## src/dac_load_defs.svh

```systemverilog
// Purpose: constants for the dual converter serial load front end
// Assumes: one system clock samples every pin
// Notes: widths and presets used by the control module
// How it works
// RL1: two converter registers, one per channel, fed from one shared shift register
// RL2: select high ignores serial clock edges; select never touches load strobes
// RL3: each serial clock rising edge while selected shifts one bit in, MSB first
// RL4: serial data goes straight into the shift register stage
// RL5: channel A register follows shift register while its load strobe is low
// RL6: channel B register follows shift register while its own strobe is low
// RL7: active-low preset forces both converter registers to a preset value
// RL8: preset with level select high gives half-scale, MSB one
// RL9: preset with level select low clears both registers to zero
// RL10: sleep leaves shift register and converter registers unchanged
// RL11: during sleep shifting and loading work exactly as normal
// RL12: after sleep outputs show the latest converter register value
// RL13: surplus leading bits drop out; only the last resolution bits remain
// RL14: host keeps both strobes high while shifting new data
// RL15: host pulses both strobes together to load both channels alike
// RL16: converter register holds its value once its strobe returns high
`ifndef DAC_LOAD_DEFS_SVH
`define DAC_LOAD_DEFS_SVH
`define DAC_RES_DEFAULT 12
`define DAC_FIFO_DEPTH 16
`define DAC_SYNC_STAGES 2
`define DAC_CODE_RST 0
`define DAC_PIN_IDLE 1'b1
`endif

```

## src/dac_load_pkg.sv

```systemverilog
// Purpose: shared types for the serial load front end
// Assumes: nothing beyond the defs header
// Notes: constants live in dac_load_defs.svh
package dac_load_pkg;
  typedef enum logic [1:0] {
    LOAD_IDLE,
    LOAD_A,
    LOAD_B,
    LOAD_AB
  } load_sel_t;
endpackage

```

## src/dual_dac_serial_load_control.sv

```systemverilog
// Purpose: serial shift register and two converter registers of a dual converter
// Assumes: host pins asynchronous; clk well above serial clock rate
// Notes: strobes sampled, so transparency lags pins by the sync delay
`timescale 1ns/1ps
`include "dac_load_defs.svh"
module dual_dac_serial_load_control
  import dac_load_pkg::*;
#(
  parameter int RES = `DAC_RES_DEFAULT,
  parameter int FIFO_DEPTH = `DAC_FIFO_DEPTH
) (
  // clock, reset, enable
  input wire logic clk,
  input wire logic sys_rst,
  input wire logic ce,
  // serial link pins
  input wire logic select_n,
  input wire logic serial_clk,
  input wire logic serial_in,
  // load and control pins
  input wire logic load_a_n,
  input wire logic load_b_n,
  input wire logic preset_n,
  input wire logic preset_mid,
  input wire logic sleep_n,
  // converter codes and awake flag
  output logic [RES-1:0] code_a,
  output logic [RES-1:0] code_b,
  output logic awake,
  // shifted word stream
  output logic word_valid,
  input wire logic word_ready,
  output logic [RES-1:0] word_data,
  output logic word_overflow
);
  localparam int CW = $clog2(RES + 1);
  localparam logic [CW-1:0] BITS_FULL = CW'(RES);
  localparam int NPIN = 8;
  localparam logic [RES-1:0] CODE_RST = RES'(`DAC_CODE_RST);
  localparam logic [NPIN-1:0] PIN_IDLE = {NPIN{`DAC_PIN_IDLE}};

  // synchronised pin group, preset level strap included
  logic [NPIN-1:0] pins_raw;
  logic [NPIN-1:0] pins_s;
  logic mid_s;
  logic sel_s;
  logic sclk_s;
  logic data_s;
  logic strobe_a_s;
  logic strobe_b_s;
  logic preset_s;
  logic sleep_s;
  // edge history
  logic sclk_prev_reg;
  logic sclk_prev_next;
  logic sel_prev_reg;
  logic sel_prev_next;
  logic shift_edge;
  logic frame_end;
  // shift and converter registers
  logic [RES-1:0] shift_reg;
  logic [RES-1:0] shift_next;
  logic [RES-1:0] dac_a_reg;
  logic [RES-1:0] dac_a_next;
  logic [RES-1:0] dac_b_reg;
  logic [RES-1:0] dac_b_next;
  load_sel_t load_sel;
  logic load_a;
  logic load_b;
  // output stage
  logic [RES-1:0] code_a_next;
  logic [RES-1:0] code_b_next;
  logic awake_next;
  // per-frame word capture
  logic [CW-1:0] bits_reg;
  logic [CW-1:0] bits_next;
  logic bits_full;
  logic word_done;
  logic wv_reg;
  logic wv_next;
  logic [RES-1:0] wd_reg;
  logic [RES-1:0] wd_next;
  logic ovf_reg;
  logic ovf_next;
  // fifo and stream output
  logic f_valid;
  logic [RES-1:0] f_data;
  logic f_in_ready;
  logic f_out_ready;
  logic word_valid_hold;
  logic word_valid_next;
  logic [RES-1:0] word_data_next;
  logic word_overflow_next;

  function automatic logic [RES-1:0] preset_code(input logic mid);
    preset_code = mid ? {1'b1, {(RES-1){1'b0}}} : '0; // RL8 RL9
  endfunction

  // true when the strobe pattern copies into the given channel
  function automatic logic strobe_hits(input load_sel_t sel, input load_sel_t chan);
    strobe_hits = (sel == chan) || (sel == LOAD_AB);
  endfunction

  assign pins_raw = {preset_mid, select_n, serial_clk, serial_in, load_a_n, load_b_n, preset_n, sleep_n};
  pin_sync #(.W(NPIN)) u_sync (
    .clk(clk),
    .sys_rst(sys_rst),
    .ce(ce),
    .d(pins_raw),
    .rst_val(PIN_IDLE),
    .q(pins_s)
  );

  assign mid_s = pins_s[7];
  assign sel_s = pins_s[6];
  assign sclk_s = pins_s[5];
  assign data_s = pins_s[4];
  assign strobe_a_s = pins_s[3];
  assign strobe_b_s = pins_s[2];
  assign preset_s = pins_s[1];
  assign sleep_s = pins_s[0];

  // rising serial clock edge while selected; sleep does not gate it
  assign shift_edge = !sel_s && sclk_s && !sclk_prev_reg; // RL2 RL3 RL11
  assign frame_end = sel_s && !sel_prev_reg;
  assign sclk_prev_next = sclk_s;
  assign sel_prev_next = sel_s;
  // data bit enters lsb, older bits move toward msb and fall off
  assign shift_next = shift_edge ? {shift_reg[RES-2:0], data_s} : shift_reg; // RL1 RL3 RL4 RL10 RL13

  assign load_sel = load_sel_t'({!strobe_b_s, !strobe_a_s}); // RL2
  assign load_a = strobe_hits(load_sel, LOAD_A); // RL5 RL15
  assign load_b = strobe_hits(load_sel, LOAD_B); // RL6 RL15
  // preset dominates, then transparent load, else hold
  assign dac_a_next = !preset_s ? preset_code(mid_s) : (load_a ? shift_reg : dac_a_reg); // RL5 RL7 RL11 RL16
  assign dac_b_next = !preset_s ? preset_code(mid_s) : (load_b ? shift_reg : dac_b_reg); // RL6 RL7 RL11 RL16

  // outputs keep tracking registers in sleep; only awake shows it
  assign code_a_next = dac_a_reg; // RL12
  assign code_b_next = dac_b_reg; // RL12
  assign awake_next = sleep_s; // RL10

  // one word per frame that shifted at least one bit
  assign bits_full = (bits_reg == BITS_FULL);
  assign bits_next = frame_end ? '0 : ((shift_edge && !bits_full) ? bits_reg + 1'b1 : bits_reg);
  assign word_done = frame_end && (bits_reg != '0);
  assign wv_next = word_done;
  assign wd_next = word_done ? shift_reg : wd_reg;
  assign ovf_next = ovf_reg || (word_done && !f_in_ready);

  // output word stands until taken; fifo pops only into a free slot
  assign word_valid_hold = word_valid && !word_ready;
  assign f_out_ready = !word_valid_hold;
  assign word_valid_next = word_valid_hold ? word_valid : f_valid;
  assign word_data_next = word_valid_hold ? word_data : f_data;
  assign word_overflow_next = ovf_reg;

  // frame words queue here until the consumer takes them
  word_fifo #(.WIDTH(RES), .DEPTH(FIFO_DEPTH)) u_fifo (
    .clk(clk),
    .sys_rst(sys_rst),
    .ce(ce),
    .in_valid(wv_reg),
    .in_ready(f_in_ready),
    .in_data(wd_reg),
    .out_valid(f_valid),
    .out_ready(f_out_ready),
    .out_data(f_data)
  );

  always_ff @(posedge clk or posedge sys_rst) begin
    if (sys_rst) begin
      sclk_prev_reg <= 1'b1;
    end else begin
      if (ce) begin
        sclk_prev_reg <= sclk_prev_next;
      end
    end
  end

  always_ff @(posedge clk or posedge sys_rst) begin
    if (sys_rst) begin
      sel_prev_reg <= 1'b1;
    end else begin
      if (ce) begin
        sel_prev_reg <= sel_prev_next;
      end
    end
  end

  always_ff @(posedge clk or posedge sys_rst) begin
    if (sys_rst) begin
      shift_reg <= '0;
    end else begin
      if (ce) begin
        shift_reg <= shift_next;
      end
    end
  end

  always_ff @(posedge clk or posedge sys_rst) begin
    if (sys_rst) begin
      dac_a_reg <= CODE_RST;
    end else begin
      if (ce) begin
        dac_a_reg <= dac_a_next;
      end
    end
  end

  always_ff @(posedge clk or posedge sys_rst) begin
    if (sys_rst) begin
      dac_b_reg <= CODE_RST;
    end else begin
      if (ce) begin
        dac_b_reg <= dac_b_next;
      end
    end
  end

  always_ff @(posedge clk or posedge sys_rst) begin
    if (sys_rst) begin
      code_a <= CODE_RST;
    end else begin
      if (ce) begin
        code_a <= code_a_next;
      end
    end
  end

  always_ff @(posedge clk or posedge sys_rst) begin
    if (sys_rst) begin
      code_b <= CODE_RST;
    end else begin
      if (ce) begin
        code_b <= code_b_next;
      end
    end
  end

  always_ff @(posedge clk or posedge sys_rst) begin
    if (sys_rst) begin
      awake <= 1'b0;
    end else begin
      if (ce) begin
        awake <= awake_next;
      end
    end
  end

  always_ff @(posedge clk or posedge sys_rst) begin
    if (sys_rst) begin
      bits_reg <= '0;
    end else begin
      if (ce) begin
        bits_reg <= bits_next;
      end
    end
  end

  always_ff @(posedge clk or posedge sys_rst) begin
    if (sys_rst) begin
      wv_reg <= 1'b0;
    end else begin
      if (ce) begin
        wv_reg <= wv_next;
      end
    end
  end

  always_ff @(posedge clk or posedge sys_rst) begin
    if (sys_rst) begin
      wd_reg <= '0;
    end else begin
      if (ce) begin
        wd_reg <= wd_next;
      end
    end
  end

  always_ff @(posedge clk or posedge sys_rst) begin
    if (sys_rst) begin
      ovf_reg <= 1'b0;
    end else begin
      if (ce) begin
        ovf_reg <= ovf_next;
      end
    end
  end

  always_ff @(posedge clk or posedge sys_rst) begin
    if (sys_rst) begin
      word_valid <= 1'b0;
    end else begin
      if (ce) begin
        word_valid <= word_valid_next;
      end
    end
  end

  always_ff @(posedge clk or posedge sys_rst) begin
    if (sys_rst) begin
      word_data <= '0;
    end else begin
      if (ce) begin
        word_data <= word_data_next;
      end
    end
  end

  always_ff @(posedge clk or posedge sys_rst) begin
    if (sys_rst) begin
      word_overflow <= 1'b0;
    end else begin
      if (ce) begin
        word_overflow <= word_overflow_next;
      end
    end
  end
endmodule

```

## src/pin_sync.sv

```systemverilog
// Purpose: two-flop synchroniser for a group of pins
// Assumes: inputs asynchronous to clk
// Notes: first stage read only by the second
`timescale 1ns/1ps
module pin_sync #(
  parameter int W = 1
) (
  // clock and reset
  input wire logic clk,
  input wire logic sys_rst,
  input wire logic ce,
  // pins
  input wire logic [W-1:0] d,
  input wire logic [W-1:0] rst_val,
  output logic [W-1:0] q
);
  logic [W-1:0] meta_reg;
  always_ff @(posedge clk or posedge sys_rst) begin
    if (sys_rst) begin
      meta_reg <= '1;
      q <= '1;
    end else if (ce) begin
      meta_reg <= d;
      q <= meta_reg;
    end
  end
endmodule

```

## src/word_fifo.sv

```systemverilog
// Purpose: small synchronous fifo with valid/ready on both sides
// Assumes: single clock
// Notes: depth a power of two
`timescale 1ns/1ps
module word_fifo #(
  parameter int WIDTH = 12,
  parameter int DEPTH = 16
) (
  // clock and reset
  input wire logic clk,
  input wire logic sys_rst,
  input wire logic ce,
  // fill side
  input wire logic in_valid,
  output logic in_ready,
  input wire logic [WIDTH-1:0] in_data,
  // drain side
  output logic out_valid,
  input wire logic out_ready,
  output logic [WIDTH-1:0] out_data
);
  localparam int AW = $clog2(DEPTH);
  logic [WIDTH-1:0] mem [DEPTH];
  logic [AW:0] wr_reg;
  logic [AW:0] rd_reg;
  wire full = (wr_reg[AW] != rd_reg[AW]) && (wr_reg[AW-1:0] == rd_reg[AW-1:0]);
  wire empty = (wr_reg == rd_reg);
  wire push = ce && in_valid && !full;
  wire pop = ce && out_ready && !empty;
  assign in_ready = !full;
  assign out_valid = !empty;
  assign out_data = mem[rd_reg[AW-1:0]];
  always_ff @(posedge clk) begin
    if (push) begin
      mem[wr_reg[AW-1:0]] <= in_data;
    end
  end
  always_ff @(posedge clk or posedge sys_rst) begin
    if (sys_rst) begin
      wr_reg <= '0;
      rd_reg <= '0;
    end else begin
      if (push) begin
        wr_reg <= wr_reg + 1'b1;
      end
      if (pop) begin
        rd_reg <= rd_reg + 1'b1;
      end
    end
  end
endmodule
```

## config.mk

```make
export PLATFORM = sky130hd
export DESIGN_NAME = dual_dac_serial_load_control
export DESIGN_NICKNAME = d
export VERILOG_FILES = /design/src/dac_load_pkg.sv /design/src/dual_dac_serial_load_control.sv /design/src/pin_sync.sv /design/src/word_fifo.sv
export VERILOG_INCLUDE_DIRS = /design/src
export SDC_FILE = /design/constraint.sdc
export NUM_CORES = 1
export LEC_CHECK = 0
export ABC_AREA = 1
export ABC_CLOCK_PERIOD_IN_PS = 4000
export CAP_MARGIN = 10
export CORE_UTILIZATION = 46
export CTS_CLUSTER_DIAMETER = 80
export CTS_CLUSTER_SIZE = 10
export DETAILED_ROUTE_END_ITERATION = 10
export DONT_BUFFER_PORTS = 1
export GPL_TIMING_DRIVEN = 0
export PLACE_DENSITY = 0.62
export SETUP_SLACK_MARGIN = 0.3
export SLEW_MARGIN = 0
export SYNTH_ARGS = -nofsm -noshare
export SYNTH_HDL_FRONTEND = slang
export SYNTH_SLANG_ARGS = --single-unit
```

## constraint.sdc

```tcl
create_clock -name clk -period 4 [get_ports clk]
set_input_delay 0.2 -clock clk [delete_from_list [all_inputs] [get_ports clk]]
set_output_delay 0.2 -clock clk [all_outputs]
set_load 0.02 [all_outputs]
```

---- Yosys cells after proc, flatten, opt, wreduce, memory -nomap -nowiden ----
Memories as Yosys holds them, arrays and structs flattened. A register that Yosys moved wholly into a read port is not among the register bits.
Cells that the tools add are included.
word-level totals
  bits in registers ....................... 109
  bits in latches ......................... 0
  bits in writable memories ............... 192
  ROM bits ................................ 0
  output and inout bits ................... 39
  word-level logic and storage cells ...... 74
  memories kept ........................... 1
operators by class
  $add $sub $neg .......................... 3
  multipliers ............................. 0
  divide/modulo/power cells ............... 0
  $lt $le $gt $ge ......................... 0
  eq/ne operators ......................... 9
  shift-type cells ........................ 0
  multiplexer cells ....................... 9
  bitwise operators ....................... 1
  reduce and logical (&&, ||, !) cells .... 33
memory list
  memory      depth  width  rd ports  clocked after Yosys merged registers in  wr ports  RTL line         text
  u_fifo.mem  16     12     1         1                                        1         word_fifo.sv:23  logic [WIDTH-1:0] mem [DEPTH];
operators with widths
  operator             number
  $mux 12              5
  $logic_and 1x1->1    12
  $reduce_and 2->1     6
  $add 5x1->5 const B  2
  $logic_not 1->1      10
  $mux 4               2
  $eq 5x5->1           1
  $add 4x1->4 const B  1
  $eq 2x2->1 const B   2
  $eq 4x4->1           1
  $eq 4x4->1 const B   1
  $ne 2x2->1 const B   2
  $reduce_bool 4->1    1
  $logic_or 1x1->1     3
  $eq 2x1->1 const B   1
  $mux 1               2
  $reduce_bool 2->1    1
  $ne 1x1->1           1
  $not 1->1            1

---- Depth between registers and ports, before layout ----
  depth in word-level cells ............... 6
  depth in mapped cells ................... 9

---- Cells and area by module ----
Synthesis repeated with hierarchy kept, for this count alone.
second synthesis, totals
  cells, all modules ...................... 1,257
  area, all modules ....................... 13,097.6 um2
by module, submodules not included
  module                        times used  cells an instance  area each (um2)  seq. area each (um2)
  word_fifo                     1           780                8,577.0          6,015.8
  dual_dac_serial_load_control  1           408                3,856.2          2,379.8
  pin_sync                      1           69                 664.4            420.4

---- Least setup slack after synthesis ----
No wires, ideal clock.
  path type ............................... reg2reg
  start point ............................. reg u_fifo.rd_reg[1]
  end point ............................... mem u_fifo.mem[12][0] (enable)
  library setup time ...................... 380 ps
  arrival time ............................ 1,617 ps
  setup slack ............................. 2,002 ps
  cell stages (with the launch flop) ...... 8
  path buffers ............................ 2
  path through ............................ dfrtp_1 buf_2 xor2_1 nor2_2 nand3b_4 nand2_4 buf_4 nor2_1
on the way
  longest elaborated chain between the ends .. 6
ends and longest elaborated chain
  what                          RTL line         text
  start, declared               word_fifo.sv:25  logic [AW:0] rd_reg;
  start signal, assigned        word_fifo.sv:47  rd_reg <= rd_reg + 1'b1;
  $eq 4x4->1                    word_fifo.sv:26  wire full = (wr_reg[AW] != rd_reg[AW]) && (wr_reg[AW-1:0] == rd_reg[AW-1:0]);
  $logic_and 1x1->1             word_fifo.sv:26
  $logic_not 1->1               word_fifo.sv:28  wire push = ce && in_valid && !full;
  $logic_and 1x1->1             word_fifo.sv:28
  $mux 1                        word_fifo.sv:34  if (push) begin
  $mux 1 (implied by the code)  word_fifo.sv:35  mem[wr_reg[AW-1:0]] <= in_data;
  end, declared                 word_fifo.sv:23
No other way between the ends.

---- Worst setup path after layout ----
  start point ............................. reg u_fifo.rd_reg[1]
  end point ............................... mem u_fifo.mem[9][8] (enable)
Same word-level chain as after synthesis.

==> flow_summary.toml <==
[floorplan]
die_area_um2 = 29100
die_h_um = 170
chipWidth_um = 170
core.rowCount = 61
pin_count = 51
start_util_pct = 46.9
core_um2 = 27900

[route]
viasPerCell = 4.95
antenna_left = 0
drtPass1Iterations = 5
drt_iter0_markers = 666
detail_route.wl_per_cell_um = 17.4
vias = 8665
drc = 0
wirelength_um = 30400

[synth]
syn_inst = 1293
ys_async_sr_fraction_pct = 38.7
yosysWarnings = 0
synth_cell_types = 28
synth_fp_nets = 1312
yosysSeqAreaShare_pct = 67.5
synthesis.area_um2 = 13100
synthTopCellsByArea = "edfxtp_1 (44%), dfrtp_1 (20%), nand2_1 (12%)"
synth_common_cells = "nand2_1 (429), edfxtp_1 (192), inv_1 (160)"
synth_flop_cell = "edfxtp_1"
avgSynthCellArea_um2 = 10.1
yosysMostFrequentCell = "nand2_1"
synth-seq-cells = 313
synth_area_leader_cell = "edfxtp_1"
synth_edf_count = 192
yosysTopAreaCellShare_pct = 44.2

[cts]
cts_buffers = 37
cts-root-buf = "clkbuf_16"
cts_resized = 0
htree_levels = 2
clkTransAtPathRegs_ns = 0.05
clock_sinks = 313
cts_max_path_buffers = 3
cts_tree = "built"
worstSkewPairLatency_ns = 0.52

[final_layout]
n_antenna_cell = 0
final_nets = 1368
design_area_um2 = 14800
syn_to_final_growth_pct = 13.4
drive_gt1_share_pct = 8.38
layout.cells.non_filler = 1751
fillers = 2462
largest_register_ff_count = 192

[power]
p_sw_share_pct = 35.5
p_leak_nw = 6.46
cellPowerDensity_nw_per_um2 = 694
ir_drop_mv = 0.408
power.switching_mw = 3.65
clockPowerShare_pct = 29.6
p_seq_share_pct = 47.5
internal-power_mw = 6.63
power.total_mw = 10.3
combPwrFrac_pct = 23.0

[timing]
fmax_mhz = 402
finalSetupViolCount = 0
max_slew_margin_pct = 18.5
slew_violations = 0
period_share_pct = 62.2
fin_crit_ns = 2.49
tns_ns = 0
fin_worst_skew_ns = 0.0235
worstMarginPinSlew_ns = 1.22
hold_viol = 0
rsz0062_at_grt = "no"

[placed_design]
dp_cells = 1673
port_buffers = 0
gp_congestion = 0.837
hpwl_um = 19800
place_area_um2 = 13600

[setup_path]
worstPathRequired_ns = 4.14
cp-end-kind = "flop"
critical_path_class = "reg -> reg"
cp.arrival_ns = 2.62
cp-start-kind = "flop"
critPathMaxFanout = 12

[outcome]
status = "finished, final reports clean"

[global_route]
grtUsageTotal_pct = 21.9
first_global_vias = 8606
antenna_found_initial = 0
grt_pass1_wl_um = 47600
grt_max_degree = 84
grt_overflow_total = 0

[min_path]
worstHoldPathType = "in -> reg"

[run]
maxCapViolations = 0
==> power by group through the flow <==
stage	clock network (mW)	registers [mW]	logic [mW]
after floorplan	0	4.63	1.63
after global placement	0	4.93	2.30
after detailed placement	0	4.94	2.34
after CTS	3.08	4.88	2.37
after global routing	3.22	4.94	2.65
final	3.04	4.88	2.36
==> metal layers <==
metal / routed length (µm) / up-vias / track usage [%]
met5: 0 / - / 0
met4: 773 / 0 / 7.25
met1: 13400 / 4130 / 29.6
met3: 1530 / 58 / 3.74
met2: 14700 / 208 / 35.8
li1: - / 4269 / -
==> cell type report <==
class                   count  area [µm²]  area share [%]
plain buffers              63         307            2.07
clock buffers              60        1040            7.05
inverters                 163         617            4.17
multi-input cells         754        3320            22.4
well taps                 378         473            3.20
clock inverters             3        43.8           0.296
flip-flops and latches    313        8820            59.6
repair buffers             17         180            1.22
==> path summary, 6_finish.rpt <==
path / start / end / slack, ns / depth (start not counted)
min reg2reg: u_sync.meta_reg[0]$_DFFE_PP1P_ / u_sync.meta_reg[0]$_DFFE_PP1P_ / 0.46 / 2
max reg2reg: u_fifo.rd_reg[1]$_DFFE_PP0P_ / u_fifo.mem[9][8]$_DFFE_PP_ / 1.51 / 7
min: ce / sclk_prev_reg$_DFFE_PP1P_ / 0.05 / 3
min in group asynchronous: sys_rst / code_a[1]$_DFFE_PP0P_ / 0.18 / 2
max: u_fifo.rd_reg[1]$_DFFE_PP0P_ / u_fifo.mem[9][8]$_DFFE_PP_ / 1.51 / 7
max in group asynchronous: sys_rst / sel_prev_reg$_DFFE_PP1P_ / 3.04 / 3
==> cell families after synthesis <==
group | count (synthesis) | synth area share [%]
xor+xnor | 11 | 0.738
fa+ha+maj | 7 | 0.671
simple gates | 637 | 20.2
compound gates | 98 | 3.76
mux | 1 | 0.0862
flops | 313 | 67.5
buf+inv | 226 | 7.03
==> critical path, cell delays in order, from the launching register on <==
cell and delay, ns:
dfrtp_1 0.37, buf_2 0.19, xor2_1 0.20, nor2_2 0.08
nand3b_4 0.13, nand2_4 0.07, buf_6 0.14, nor2_1 0.90
==> cell usage in the layout (no fill, tap or decap), drive strengths merged <==
cell type,count
nand2,431
a21oi,30
o21ai,68
mux2,1
nor2,51
clkbuf,86
dfstp,18
nand3,151
xnor2,3
clkinvlp,1
inv,164
nor3,3
xor2,8
dlygate4sd3,10
nand3b,1
dfrtp,103
clkinv,1
ha,7
buf,44
edfxtp,192
==> what timing repair did <==
action	4_1_cts	5_1_grt
endpoints found under the hold margin	109	0
setup buffers	0	0
hold buffers	10	0
setup endpoints to repair	0	0
==> per-stage QoR <==
stage	setup slack, ns	util (%)	hold WS [ns]
floorplan	0.616	-	0.296
global placement	-0.876	48.6	0.299
detailed placement	1.37	48.7	0.0905
CTS	1.36	53.0	0.0419
global route	1.40	53.1	0.0694
finish	1.51	53.1	0.0543
Power figures use the tool's default switching activity.
